[src/inc/sdrc_consts.svh]
// constants for the disconnect/reconnect policy block
`ifndef SDRC_CONSTS_SVH
`define SDRC_CONSTS_SVH
`define SDRC_RATIO_DEN_LOG2   8
`define SDRC_BLOCK_BYTES      512
`define SDRC_OP_READ6         8'h08
`define SDRC_OP_READ10        8'h28
`define SDRC_OP_WRITE6        8'h0A
`define SDRC_OP_WRITE10       8'h2A
`define SDRC_OP_WRVERIFY      8'h2E
`define SDRC_OP_WRSAME        8'h41
`define SDRC_TDP_NONE         2'h0
`define SDRC_TDP_DATA         2'h1
`define SDRC_TDP_RSVD         2'h2
`define SDRC_TDP_CMD          2'h3
`define SDRC_SK_ILLEGAL       4'h5
`define SDRC_ASC_BAD_PARAM    8'h26
`define SDRC_NOTCH_ALL        4'h0
`endif

[src/inc/sdrc_pkg.sv]
// types of the disconnect/reconnect policy block
package sdrc_pkg;
	typedef enum logic [5:0] {
		SDRC_IDLE  = 6'b000001,	// off the bus, no command
		SDRC_CMD   = 6'b000010,	// command received, deciding
		SDRC_WAIT  = 6'b000100,	// disconnected, waiting threshold
		SDRC_XFER  = 6'b001000,	// connected, moving data
		SDRC_FINSH = 6'b010000,	// data done, awaiting completion
		SDRC_ERR   = 6'b100000	// check condition status
	} sdrc_state_e;
endpackage

[src/rtl/sdrc_fifo.sv]
// small valid/ready fifo in the data path
`timescale 1ns/100ps
module sdrc_fifo #(
	parameter int WIDTH = 8,	// word width
	parameter int DEPTH = 4	// number of words
) (
	input  wire logic             mclk,	// clock
	input  wire logic             arst_n,	// async reset, low
	input  wire logic [WIDTH-1:0] in_data,	// fill side data
	input  wire logic             in_valid,	// fill side valid
	output logic                  in_ready,	// fill side ready
	output logic [WIDTH-1:0]      out_data,	// drain side data
	output logic                  out_valid,	// drain side valid
	input  wire logic             out_ready	// drain side ready
);
	localparam int AW = (DEPTH > 1) ? $clog2(DEPTH) : 1;
	logic [WIDTH-1:0] mem [DEPTH];	// storage
	logic [AW-1:0]    wp_reg;	// write pointer
	logic [AW-1:0]    rp_reg;	// read pointer
	logic [AW:0]      cnt_reg;	// fill count
	logic             push;	// word accepted
	logic             pop;	// word drained

	assign in_ready  = (cnt_reg != (AW+1)'(DEPTH));
	assign out_valid = (cnt_reg != '0);
	assign out_data  = mem[rp_reg];
	assign push      = in_valid && in_ready;
	assign pop       = out_valid && out_ready;

	// storage writes, no reset needed
	always_ff @(posedge mclk) begin
		if (push) begin
			mem[wp_reg] <= in_data;
		end
	end

	// pointers and count
	always_ff @(posedge mclk or negedge arst_n) begin
		if (!arst_n) begin
			wp_reg  <= '0;
			rp_reg  <= '0;
			cnt_reg <= '0;
		end else begin
			if (push) begin
				wp_reg <= (wp_reg == AW'(DEPTH-1)) ? '0 : wp_reg + 1'b1;
			end
			if (pop) begin
				rp_reg <= (rp_reg == AW'(DEPTH-1)) ? '0 : rp_reg + 1'b1;
			end
			cnt_reg <= cnt_reg + (AW+1)'(push) - (AW+1)'(pop);
		end
	end

	// fill count never passes depth
	a_fifo_bound: assert property (@(posedge mclk) disable iff (!arst_n)
		cnt_reg <= (AW+1)'(DEPTH)) else $error("fifo count above depth");
endmodule

[src/rtl/sdrc_core.sv]
// disconnect/reconnect policy for the target side of a parallel bus
// Notes on behaviour
// [RULE1] read reconnect when buffer fill reaches ratio/256
// [RULE2] write reconnect when buffer empty reaches ratio/256
// [RULE3] zero ratio uses rate-derived optimal threshold
// [RULE4] burst limit counted in whole blocks
// [RULE5] disconnect only on block boundaries
// [RULE6] tiny burst still moves one block
// [RULE7] burst zero means no limit
// [RULE8] disconnect when segment empty/full mid-phase
// [RULE9] disconnect-immediate disconnects before any data phase
// [RULE10] priority commands never disconnect
// [RULE11] writes stay connected until data-out unless queued
// [RULE12] started data-out may disconnect
// [RULE13] buffered read starts without disconnect unless queued
// [RULE14] unbuffered read disconnects until full threshold
// [RULE15] policy 00 defers, 10 reserved
// [RULE16] policy 01 holds connection until data done
// [RULE17] policy 11 holds connection until command done
// [RULE18] policy and burst both nonzero: check condition
// [RULE19] nonzero fairness field enables fair arbitration
// [RULE20] initiator grants privilege, may reject disconnect
// [RULE21] thresholds apply to listed read/write opcodes
// [RULE22] per-notch ratios, notch zero sets all
// [RULE23] latch parameters on update, apply next command; ratio tables apply at once, also mid-command
`timescale 1ns/100ps
`include "sdrc_consts.svh"
module sdrc_core #(
	parameter int BUF_W    = 16,	// buffer fill count width
	parameter int NOTCHES  = 4,	// number of zone notches
	parameter int DATA_W   = 8,	// data word width
	parameter int FIFO_D   = 4	// data fifo depth
) (
	input  wire logic              mclk,	// clock 100 MHz
	input  wire logic              arst_n,	// async reset, low
	input  wire logic              prm_load,	// parameter update accepted
	input  wire logic [3:0]        prm_notch,	// notch to update, 0 all
	input  wire logic [7:0]        prm_rd_ratio,	// read full ratio
	input  wire logic [7:0]        prm_wr_ratio,	// write empty ratio
	input  wire logic [15:0]       prm_burst,	// burst limit in blocks
	input  wire logic              prm_disc_imm,	// disconnect_immediate
	input  wire logic [1:0]        prm_xfer_pol,	// transfer_disconnect_policy
	input  wire logic [2:0]        prm_fair,	// fair arbitration field
	input  wire logic [3:0]        active_notch,	// current zone notch
	input  wire logic [7:0]        opt_ratio,	// rate-derived optimal ratio
	input  wire logic              cmd_valid,	// command received pulse
	input  wire logic [7:0]        cmd_opcode,	// command opcode
	input  wire logic              cmd_priority,	// priority command
	input  wire logic              cmd_queued,	// command must be queued
	input  wire logic              cmd_hit,	// read data already buffered
	input  wire logic              disc_grant,	// identify granted privilege
	input  wire logic              msg_reject,	// initiator rejected disconnect
	input  wire logic [BUF_W-1:0]  buf_fill,	// buffer fill count
	input  wire logic [BUF_W-1:0]  buf_size,	// buffer size
	input  wire logic [15:0]       xfer_blocks,	// blocks left in command
	input  wire logic              cmd_done,	// command complete pulse
	input  wire logic [DATA_W-1:0] dat_in,	// data word from source
	input  wire logic              dat_in_valid,	// source valid
	output logic                   dat_in_ready,	// source ready
	input  wire logic              dat_last,	// word ends a block
	output logic [DATA_W-1:0]      dat_out,	// data word to bus
	output logic                   dat_out_valid,	// bus side valid
	input  wire logic              dat_out_ready,	// bus side ready
	output logic                   connected,	// target holds the bus
	output logic                   disc_req,	// request disconnect
	output logic                   reconn_req,	// request reselection
	output logic                   fair_arb,	// use fair arbitration
	output logic                   chk_cond,	// check condition status
	output logic [3:0]             sense_key,	// sense key
	output logic [7:0]             sense_asc	// additional sense code
);
	localparam int NW = $clog2(NOTCHES);

	// policy state in one record, ratio tables and shadow copies kept apart
	typedef struct packed {
		sdrc_pkg::sdrc_state_e st;	// policy state
		logic [15:0]        burst;	// latched burst limit
		logic               imm;	// latched disconnect immediate
		logic [1:0]         pol;	// latched transfer policy
		logic               fair;	// latched fairness enable
		logic [15:0]        bcnt;	// blocks moved this burst
		logic               is_rd;	// command is a read
		logic               is_wr;	// command is a write
		logic               prio;	// priority command
		logic               hold;	// stay connected by policy
		logic               conn;	// connected
		logic               disc;	// disconnect request
		logic               reconn;	// reconnect request
		logic               chk;	// check condition
		logic [7:0]         pend_rd;	// pending read ratio staged
		logic [7:0]         pend_wr;	// pending write ratio staged
	} sdrc_state_s;

	sdrc_state_s s_reg;	// registered state
	sdrc_state_s s_next;	// next state
	logic [7:0]  rd_tab [NOTCHES];	// per-notch read ratios
	logic [7:0]  wr_tab [NOTCHES];	// per-notch write ratios
	logic [15:0] burst_sh;	// shadow burst from last update
	logic        imm_sh;	// shadow disconnect immediate
	logic [1:0]  pol_sh;	// shadow transfer policy
	logic        fair_sh;	// shadow fairness
	logic [7:0]  rd_ratio;	// effective read ratio
	logic [7:0]  wr_ratio;	// effective write ratio
	logic        rd_ok;	// read threshold met
	logic        wr_ok;	// write threshold met
	logic        blk_end;	// block boundary on bus side
	logic        f_valid;	// fifo output valid
	logic        f_ready;	// fifo output ready
	logic [NW-1:0] notch_ix;	// notch index

	// opcode class decoders
	function automatic logic is_read_op(input logic [7:0] op);
		return (op == `SDRC_OP_READ6) || (op == `SDRC_OP_READ10);	// RULE21
	endfunction
	function automatic logic is_write_op(input logic [7:0] op);
		return (op == `SDRC_OP_WRITE6) || (op == `SDRC_OP_WRITE10) ||
			(op == `SDRC_OP_WRVERIFY) || (op == `SDRC_OP_WRSAME);
	endfunction
	// threshold compare: fill*256 >= ratio*size
	function automatic logic ratio_met(input logic [BUF_W-1:0] amt,
		input logic [BUF_W-1:0] size, input logic [7:0] ratio);
		return ({amt, 8'h00} >= ((BUF_W+8)'(ratio) * (BUF_W+8)'(size)));
	endfunction

	// data fifo, drained only while connected
	sdrc_fifo #(.WIDTH(DATA_W + 1), .DEPTH(FIFO_D)) u_fifo (
		.mclk      (mclk),
		.arst_n    (arst_n),
		.in_data   ({dat_last, dat_in}),
		.in_valid  (dat_in_valid),
		.in_ready  (dat_in_ready),
		.out_data  ({blk_end, dat_out}),
		.out_valid (f_valid),
		.out_ready (f_ready)
	);
	assign dat_out_valid = f_valid && (s_reg.st == sdrc_pkg::SDRC_XFER);
	assign f_ready       = dat_out_ready && (s_reg.st == sdrc_pkg::SDRC_XFER);

	// per-notch read and write ratio tables
	generate
		for (genvar n = 0; n < NOTCHES; n++) begin : g_notch
			always_ff @(posedge mclk or negedge arst_n) begin
				if (!arst_n) begin
					rd_tab[n] <= 8'h00;
					wr_tab[n] <= 8'h00;
				end else if (prm_load && ((prm_notch == `SDRC_NOTCH_ALL) ||
					(prm_notch == 4'(n)))) begin
					rd_tab[n] <= prm_rd_ratio;	// RULE22
					wr_tab[n] <= prm_wr_ratio;
				end
			end
		end
	endgenerate

	// shadow copy taken on update, applied at next command
	always_ff @(posedge mclk or negedge arst_n) begin
		if (!arst_n) begin
			burst_sh <= 16'h0000;
			imm_sh   <= 1'b0;
			pol_sh   <= `SDRC_TDP_NONE;
			fair_sh  <= 1'b0;
		end else if (prm_load) begin
			burst_sh <= prm_burst;	// RULE23
			imm_sh   <= prm_disc_imm;
			pol_sh   <= prm_xfer_pol;
			fair_sh  <= (prm_fair != 3'h0);	// RULE19
		end
	end

	assign notch_ix = NW'(active_notch);
	assign rd_ratio = (rd_tab[notch_ix] == 8'h00) ? opt_ratio : rd_tab[notch_ix];	// RULE3
	assign wr_ratio = (wr_tab[notch_ix] == 8'h00) ? opt_ratio : wr_tab[notch_ix];	// RULE3
	assign rd_ok    = ratio_met(buf_fill, buf_size, rd_ratio);	// RULE1
	assign wr_ok    = ratio_met(buf_size - buf_fill, buf_size, wr_ratio);	// RULE2

	// policy state machine
	always_comb begin
		s_next        = s_reg;
		s_next.disc   = 1'b0;
		s_next.reconn = 1'b0;
		unique case (s_reg.st)
			sdrc_pkg::SDRC_IDLE: begin
				if (cmd_valid) begin
					// latch parameters for this command
					s_next.burst = burst_sh;	// RULE23
					s_next.imm   = imm_sh;
					s_next.pol   = pol_sh;
					s_next.fair  = fair_sh;
					s_next.is_rd = is_read_op(cmd_opcode);	// RULE21
					s_next.is_wr = is_write_op(cmd_opcode);
					s_next.prio  = cmd_priority;
					s_next.hold  = 1'b0;
					s_next.bcnt  = 16'h0000;
					s_next.conn  = 1'b1;
					s_next.chk   = 1'b0;
					s_next.st    = sdrc_pkg::SDRC_CMD;
				end
			end
			sdrc_pkg::SDRC_CMD: begin
				if ((s_reg.pol != `SDRC_TDP_NONE) && (s_reg.burst != 16'h0000)) begin
					s_next.chk = 1'b1;	// RULE18
					s_next.st  = sdrc_pkg::SDRC_ERR;
				end else if (s_reg.prio) begin
					s_next.st = sdrc_pkg::SDRC_XFER;	// RULE10
				end else if (disc_grant && !msg_reject && (s_reg.imm || cmd_queued ||
					(s_reg.is_rd && !cmd_hit))) begin
					// disconnect before data phase
					s_next.disc = 1'b1;	// RULE9 RULE11 RULE13 RULE14 RULE20
					s_next.conn = 1'b0;
					s_next.st   = sdrc_pkg::SDRC_WAIT;
				end else begin
					s_next.st = sdrc_pkg::SDRC_XFER;	// RULE11 RULE13
				end
			end
			sdrc_pkg::SDRC_WAIT: begin
				if ((s_reg.is_rd && rd_ok) || (s_reg.is_wr && wr_ok) ||
					!(s_reg.is_rd || s_reg.is_wr)) begin
					s_next.reconn = 1'b1;	// RULE14 RULE1 RULE2
					s_next.conn   = 1'b1;
					s_next.bcnt   = 16'h0000;
					s_next.st     = sdrc_pkg::SDRC_XFER;
				end
			end
			sdrc_pkg::SDRC_XFER: begin
				if (s_reg.pol == `SDRC_TDP_DATA || s_reg.pol == `SDRC_TDP_CMD) begin
					s_next.hold = 1'b1;	// RULE16 RULE17
				end
				if (f_valid && f_ready && blk_end) begin
					// block boundary reached
					s_next.bcnt = s_reg.bcnt + 16'h0001;	// RULE4
					if (xfer_blocks <= 16'h0001) begin
						s_next.st = sdrc_pkg::SDRC_FINSH;
					end else if (!s_reg.prio && !s_next.hold && disc_grant &&
						!msg_reject &&
						(((s_reg.burst != 16'h0000) &&
						(s_reg.bcnt + 16'h0001 >= s_reg.burst)) ||	// RULE6 RULE7
						(s_reg.is_rd && buf_fill <= BUF_W'(1)) ||	// RULE8
						(s_reg.is_wr && buf_fill >= buf_size))) begin
						s_next.disc = 1'b1;	// RULE5 RULE12
						s_next.conn = 1'b0;
						s_next.st   = sdrc_pkg::SDRC_WAIT;
					end
				end
			end
			sdrc_pkg::SDRC_FINSH: begin
				if (cmd_done) begin
					s_next.conn = 1'b0;	// RULE17
					s_next.hold = 1'b0;
					s_next.st   = sdrc_pkg::SDRC_IDLE;
				end else if (s_reg.pol != `SDRC_TDP_CMD && !s_reg.prio &&
					disc_grant && !msg_reject && s_reg.conn) begin
					s_next.disc = 1'b1;	// RULE16 RULE15
					s_next.conn = 1'b0;
				end
			end
			sdrc_pkg::SDRC_ERR: begin
				if (cmd_done) begin
					s_next.conn = 1'b0;
					s_next.chk  = 1'b0;	// RULE18
					s_next.st   = sdrc_pkg::SDRC_IDLE;
				end
			end
			default: begin
				s_next.st = sdrc_pkg::SDRC_IDLE;
			end
		endcase
	end

	// state register
	always_ff @(posedge mclk or negedge arst_n) begin
		if (!arst_n) begin
			s_reg    <= '0;
			s_reg.st <= sdrc_pkg::SDRC_IDLE;
		end else begin
			s_reg <= s_next;
		end
	end

	assign connected  = s_reg.conn;
	assign disc_req   = s_reg.disc;
	assign reconn_req = s_reg.reconn;
	assign fair_arb   = s_reg.fair;
	assign chk_cond   = s_reg.chk;
	assign sense_key  = s_reg.chk ? `SDRC_SK_ILLEGAL : 4'h0;	// RULE18
	assign sense_asc  = s_reg.chk ? `SDRC_ASC_BAD_PARAM : 8'h00;

	// error path when policy and burst both nonzero
	a_chk_both: assert property (@(posedge mclk) disable iff (!arst_n)
		(s_reg.st == sdrc_pkg::SDRC_CMD && s_reg.pol != 2'h0 && s_reg.burst != 16'h0)
		|=> chk_cond && sense_key == 4'h5) else $error("missing check condition");	// RULE18
	// priority commands never ask to disconnect
	a_prio_stays: assert property (@(posedge mclk) disable iff (!arst_n)
		s_reg.prio && s_reg.st != sdrc_pkg::SDRC_IDLE |-> !disc_req)
		else $error("priority command disconnected");	// RULE10
	// immediate disconnect when bit set
	a_imm_disc: assert property (@(posedge mclk) disable iff (!arst_n)
		(s_reg.st == sdrc_pkg::SDRC_CMD && s_reg.imm && !s_reg.prio && disc_grant
		&& !msg_reject && s_reg.pol == 2'h0 && s_reg.burst == 16'h0) |=> disc_req && !connected)
		else $error("no immediate disconnect");	// RULE9
	// held transfer never disconnects
	a_hold_conn: assert property (@(posedge mclk) disable iff (!arst_n)
		s_reg.st == sdrc_pkg::SDRC_XFER && s_reg.hold |=> !disc_req)
		else $error("disconnect during held transfer");	// RULE16
	// policy 11 keeps bus until done
	a_cmd_hold: assert property (@(posedge mclk) disable iff (!arst_n)
		s_reg.st == sdrc_pkg::SDRC_FINSH && s_reg.pol == 2'h3 && !cmd_done
		|=> connected) else $error("policy 11 dropped bus");	// RULE17
	// disconnect mid-data only at block end
	a_blk_bound: assert property (@(posedge mclk) disable iff (!arst_n)
		disc_req && $past(s_reg.st) == sdrc_pkg::SDRC_XFER |->
		$past(blk_end && f_valid && f_ready)) else $error("mid-block disconnect");	// RULE5
	// reconnect for read only at or above threshold
	a_rd_thresh: assert property (@(posedge mclk) disable iff (!arst_n)
		reconn_req && s_reg.is_rd |-> $past(rd_ok))
		else $error("early read reconnect");	// RULE14
	// fairness follows field
	a_fair_map: assert property (@(posedge mclk) disable iff (!arst_n)
		prm_load && prm_fair == 3'h0 ##1 !prm_load ##1
		cmd_valid && !prm_load && s_reg.st == sdrc_pkg::SDRC_IDLE
		|=> !fair_arb) else $error("fairness with zero field");	// RULE19
	c_imm_disc:  cover property (@(posedge mclk) disable iff (!arst_n) disc_req ##[1:50] reconn_req);
	c_burst_end: cover property (@(posedge mclk) disable iff (!arst_n)
		s_reg.st == sdrc_pkg::SDRC_XFER ##1 disc_req);
	c_chk_err:   cover property (@(posedge mclk) disable iff (!arst_n) $rose(chk_cond));
endmodule

[config.mk]
export PLATFORM = sky130hd
export DESIGN_NAME = sdrc_core
export DESIGN_NICKNAME = d
export VERILOG_FILES = /design/src/inc/sdrc_pkg.sv /design/src/rtl/sdrc_fifo.sv /design/src/rtl/sdrc_core.sv
export VERILOG_INCLUDE_DIRS = /design/src /design/src/inc
export SDC_FILE = /design/constraint.sdc
export NUM_CORES = 1
export LEC_CHECK = 0
export BUFFER_PORTS_ARGS = -buffer_cell sky130_fd_sc_hd__clkbuf_2
export CORE_MARGIN = 2
export CORE_UTILIZATION = 40
export DETAILED_ROUTE_END_ITERATION = 12
export SETUP_SLACK_MARGIN = 0.05
export SLEW_MARGIN = 20
export SYNTH_ARGS = -nofsm -noshare
export SYNTH_HDL_FRONTEND = slang
export SYNTH_HIERARCHICAL = 1
export SYNTH_SLANG_ARGS = --single-unit
[constraint.sdc]
create_clock -name mclk -period 10.75 [get_ports mclk]
set_clock_uncertainty 0.05 [all_clocks]
set_input_delay 3.225 -clock mclk [delete_from_list [all_inputs] [get_ports mclk]]
set_output_delay 3.225 -clock mclk [all_outputs]
set_load 0.01 [all_outputs]
==> results.ini <==
[run_status]
status = finished with violations
violations = setup timing

[setup_path]
cp-end-kind = flop
crit_type = in -> reg
arrival_ns = 11.44
required_ns = 11.03
rrSetupSlack_ns = 2.18
crit_path_max_incr_delay_ns = 0.56
r2r-end = connected
r2r_start = rd_tab[25]
path_delay_family = adder cells
critPathBufInv = 5
cp_common_cell = fa_1
r2r_cells = 36
crit_fanout = 8
slowest_stage = fa_1
critPathLaunchType = input port

[routing]
first_pass_iters = 5
drt-vias-per-instance = 5.07
final_antenna_net_count = 0
drc = 0
drt-total-wl_um = 44000
drt_iter0_markers = 577
wl_per_cell_um = 16.2
num_vias = 13800

[logic_synthesis]
synth.avg_cell_area_um2 = 9.92
synth-edff-count = 36
ys.flop_type = dfrtp_1
ys_warn_count = 6
netlist_area_mm2 = 0.0182
ys_ff_latch = 177
ys_types = 72
yosysSeqAreaShare_pct = 25.4
synth_top_cell_by_area = dfrtp_1
synth_area_leaders = dfrtp_1, fa_1, ha_1
yosysTopAreaCellShare_pct = 19.3
synthArstFlopShare_pct = 79.7
synth_cells = 1831

[grt]
overflow = 0
grt_pass1_wl_um = 74500
grtUsageTotal_pct = 19.6
grt_antenna_before_repair = 1
grt_pass1_vias = 15000
grt_max_degree = 73

[floorplan]
rows = 78
die_h_um = 217
initial_core_util_pct = 40.3
die-area_mm2 = 0.0471
core_area_mm2 = 0.0451
num_io_pins = 158
die_width_um = 217

[flow_run]
cap_violations = 0

[hold_path]
hp-class = reg -> reg
hold_start = pol_sh[0]
hold_depth = 2
hold_end = s_reg[41]

[sta]
whs_ns = 0.427
max_freq_mhz = 89.6
finalMaxSlewViolations = 0
finalCritPeriodShare_pct = 104
setup_ws_ns = -0.405
rsz0062_at_grt = true
min_period_ns = 11.15
finalHoldViolCount = 0
setup_viol = 22
worst_slew_pin_slew_ns = 1.02
relSlewSlack_pct = 31.9

[cts]
clock_sinks = 177
clock_path_buffers = 2
h-tree-depth = 4
cts_tree = built
path_clk_slew_ns = 0.08
clock_latency_ns = 0.44
cts_buffers = 17
cts-root-buf = clkbuf_16

[final_layout]
largest_register_ff_count = 45
drive_gt1_share_pct = 27.9
layout.nets = 2563
layout_common_cells = inv_1, nor2b_1, fa_1, buf_4, ha_1
syn2layout_area_growth_pct = 21.2
layout_commonest_cell = inv_1
n_fill_cell = 4205

[place]
gp_congestion = 0.841
io_buffers = 147
dp_hpwl_um = 35700

==> metal layers <==
| layer | wire, um | vias up | track usage, % |
|---|---|---|---|
| li1 | - | 6624 | - |
| met1 | 19200 | 6863 | 24.8 |
| met2 | 22600 | 223 | 35.2 |
| met3 | 1340 | 61 | 2.54 |
| met4 | 870 | 0 | 5.59 |
| met5 | 0 | - | 0 |
==> final cells by class <==
class / instances / area [um2] / share of cell area [%]
Timing Repair Buffer: 322 / 2160 / 9.81
Sequential cell: 177 / 4610 / 20.9
Multi-Input combinational cell: 1325 / 12900 / 58.7
Inverter: 259 / 972 / 4.41
Clock inverter: 13 / 148 / 0.670
Clock buffer: 19 / 443 / 2.01
Antenna cell: 1 / 2.50 / 0.0114
Tap cell: 600 / 751 / 3.41
==> how the worst max path moves through the flow <==
stage | slack [ns] | end | cells after the start | from
2_1_floorplan | -0.30 | s_reg[64] | 36 | active_notch[0]
3_3_place_gp | -1.19 | connected | 36 | active_notch[0]
3_5_place_dp | -1.31 | connected | 34 | active_notch[0]
4_1_cts | -0.56 | s_reg[24] | 39 | active_notch[0]
5_1_grt | -0.86 | connected | 36 | active_notch[0]
6_report | -0.40 | connected | 35 | active_notch[0]
==> worst register-to-register path, delay by kind of cell (launching register included) <==
kind                     cells  cell delay (ns)
adder cells (fa/ha/maj)      6             2.48
AO/OA/AOI/OAI               13             2.05
XOR/XNOR                     1             0.26
buffers and inverters        7             0.91
AND/OR/NAND/NOR              7             1.48
flip-flops                   1             0.39
multiplexers                 2             0.83
==> kinds of logic after synthesis <==
logic type	count (synthesis)	share of synthesized area, %
simple gates	571	17.7
flops	177	25.4
buf+inv	335	7.30
xor+xnor	64	3.08
compound gates	241	8.30
fa+ha+maj	330	29.7
mux	112	8.48
other cells	1	0.0206
==> repair_timing <==
action	in CTS	in global routing
endpoints found under the setup margin	22	22
hold buffers	0	0
gates resized for setup	40	61
gates cloned	2	0
setup buffers	15	7
pin swaps	31	38
==> stage by stage <==
stage               utilization [%]  TNS [ns]  cells  cell area [um2]  setup slack [ns]
floorplan                         -     -4.81   1837            18600            -0.301
global placement               46.3    -24.27   2662            20900             -1.19
detailed placement             46.3    -26.00   2662            20900             -1.31
CTS                            48.4    -10.40   2711            21800            -0.561
global route                   48.8    -16.06   2716            22000            -0.860
finish                         48.8     -6.21   2716            22000            -0.405
==> synthesized netlist by cell type (15+ instances only) <==
library cell	count
nand2b_1	61
nand2_1	91
xor2_1	25
nand4_1	15
nor4_1	20
nor2_1	62
edfxtp_1	36
clkbuf_1	54
mux2_2	85
nand3_1	34
fa_1	170
nor3_1	23
o31ai_1	21
mux4_2	25
ha_1	160
o21ai_0	58
dfrtp_1	140
a21o_1	26
nor2b_1	204
xnor2_1	39
inv_1	259
a21oi_1	69
Power is not shown: default switching activity piles up to over one toggle a cycle in this logic, so the estimate is an artifact.
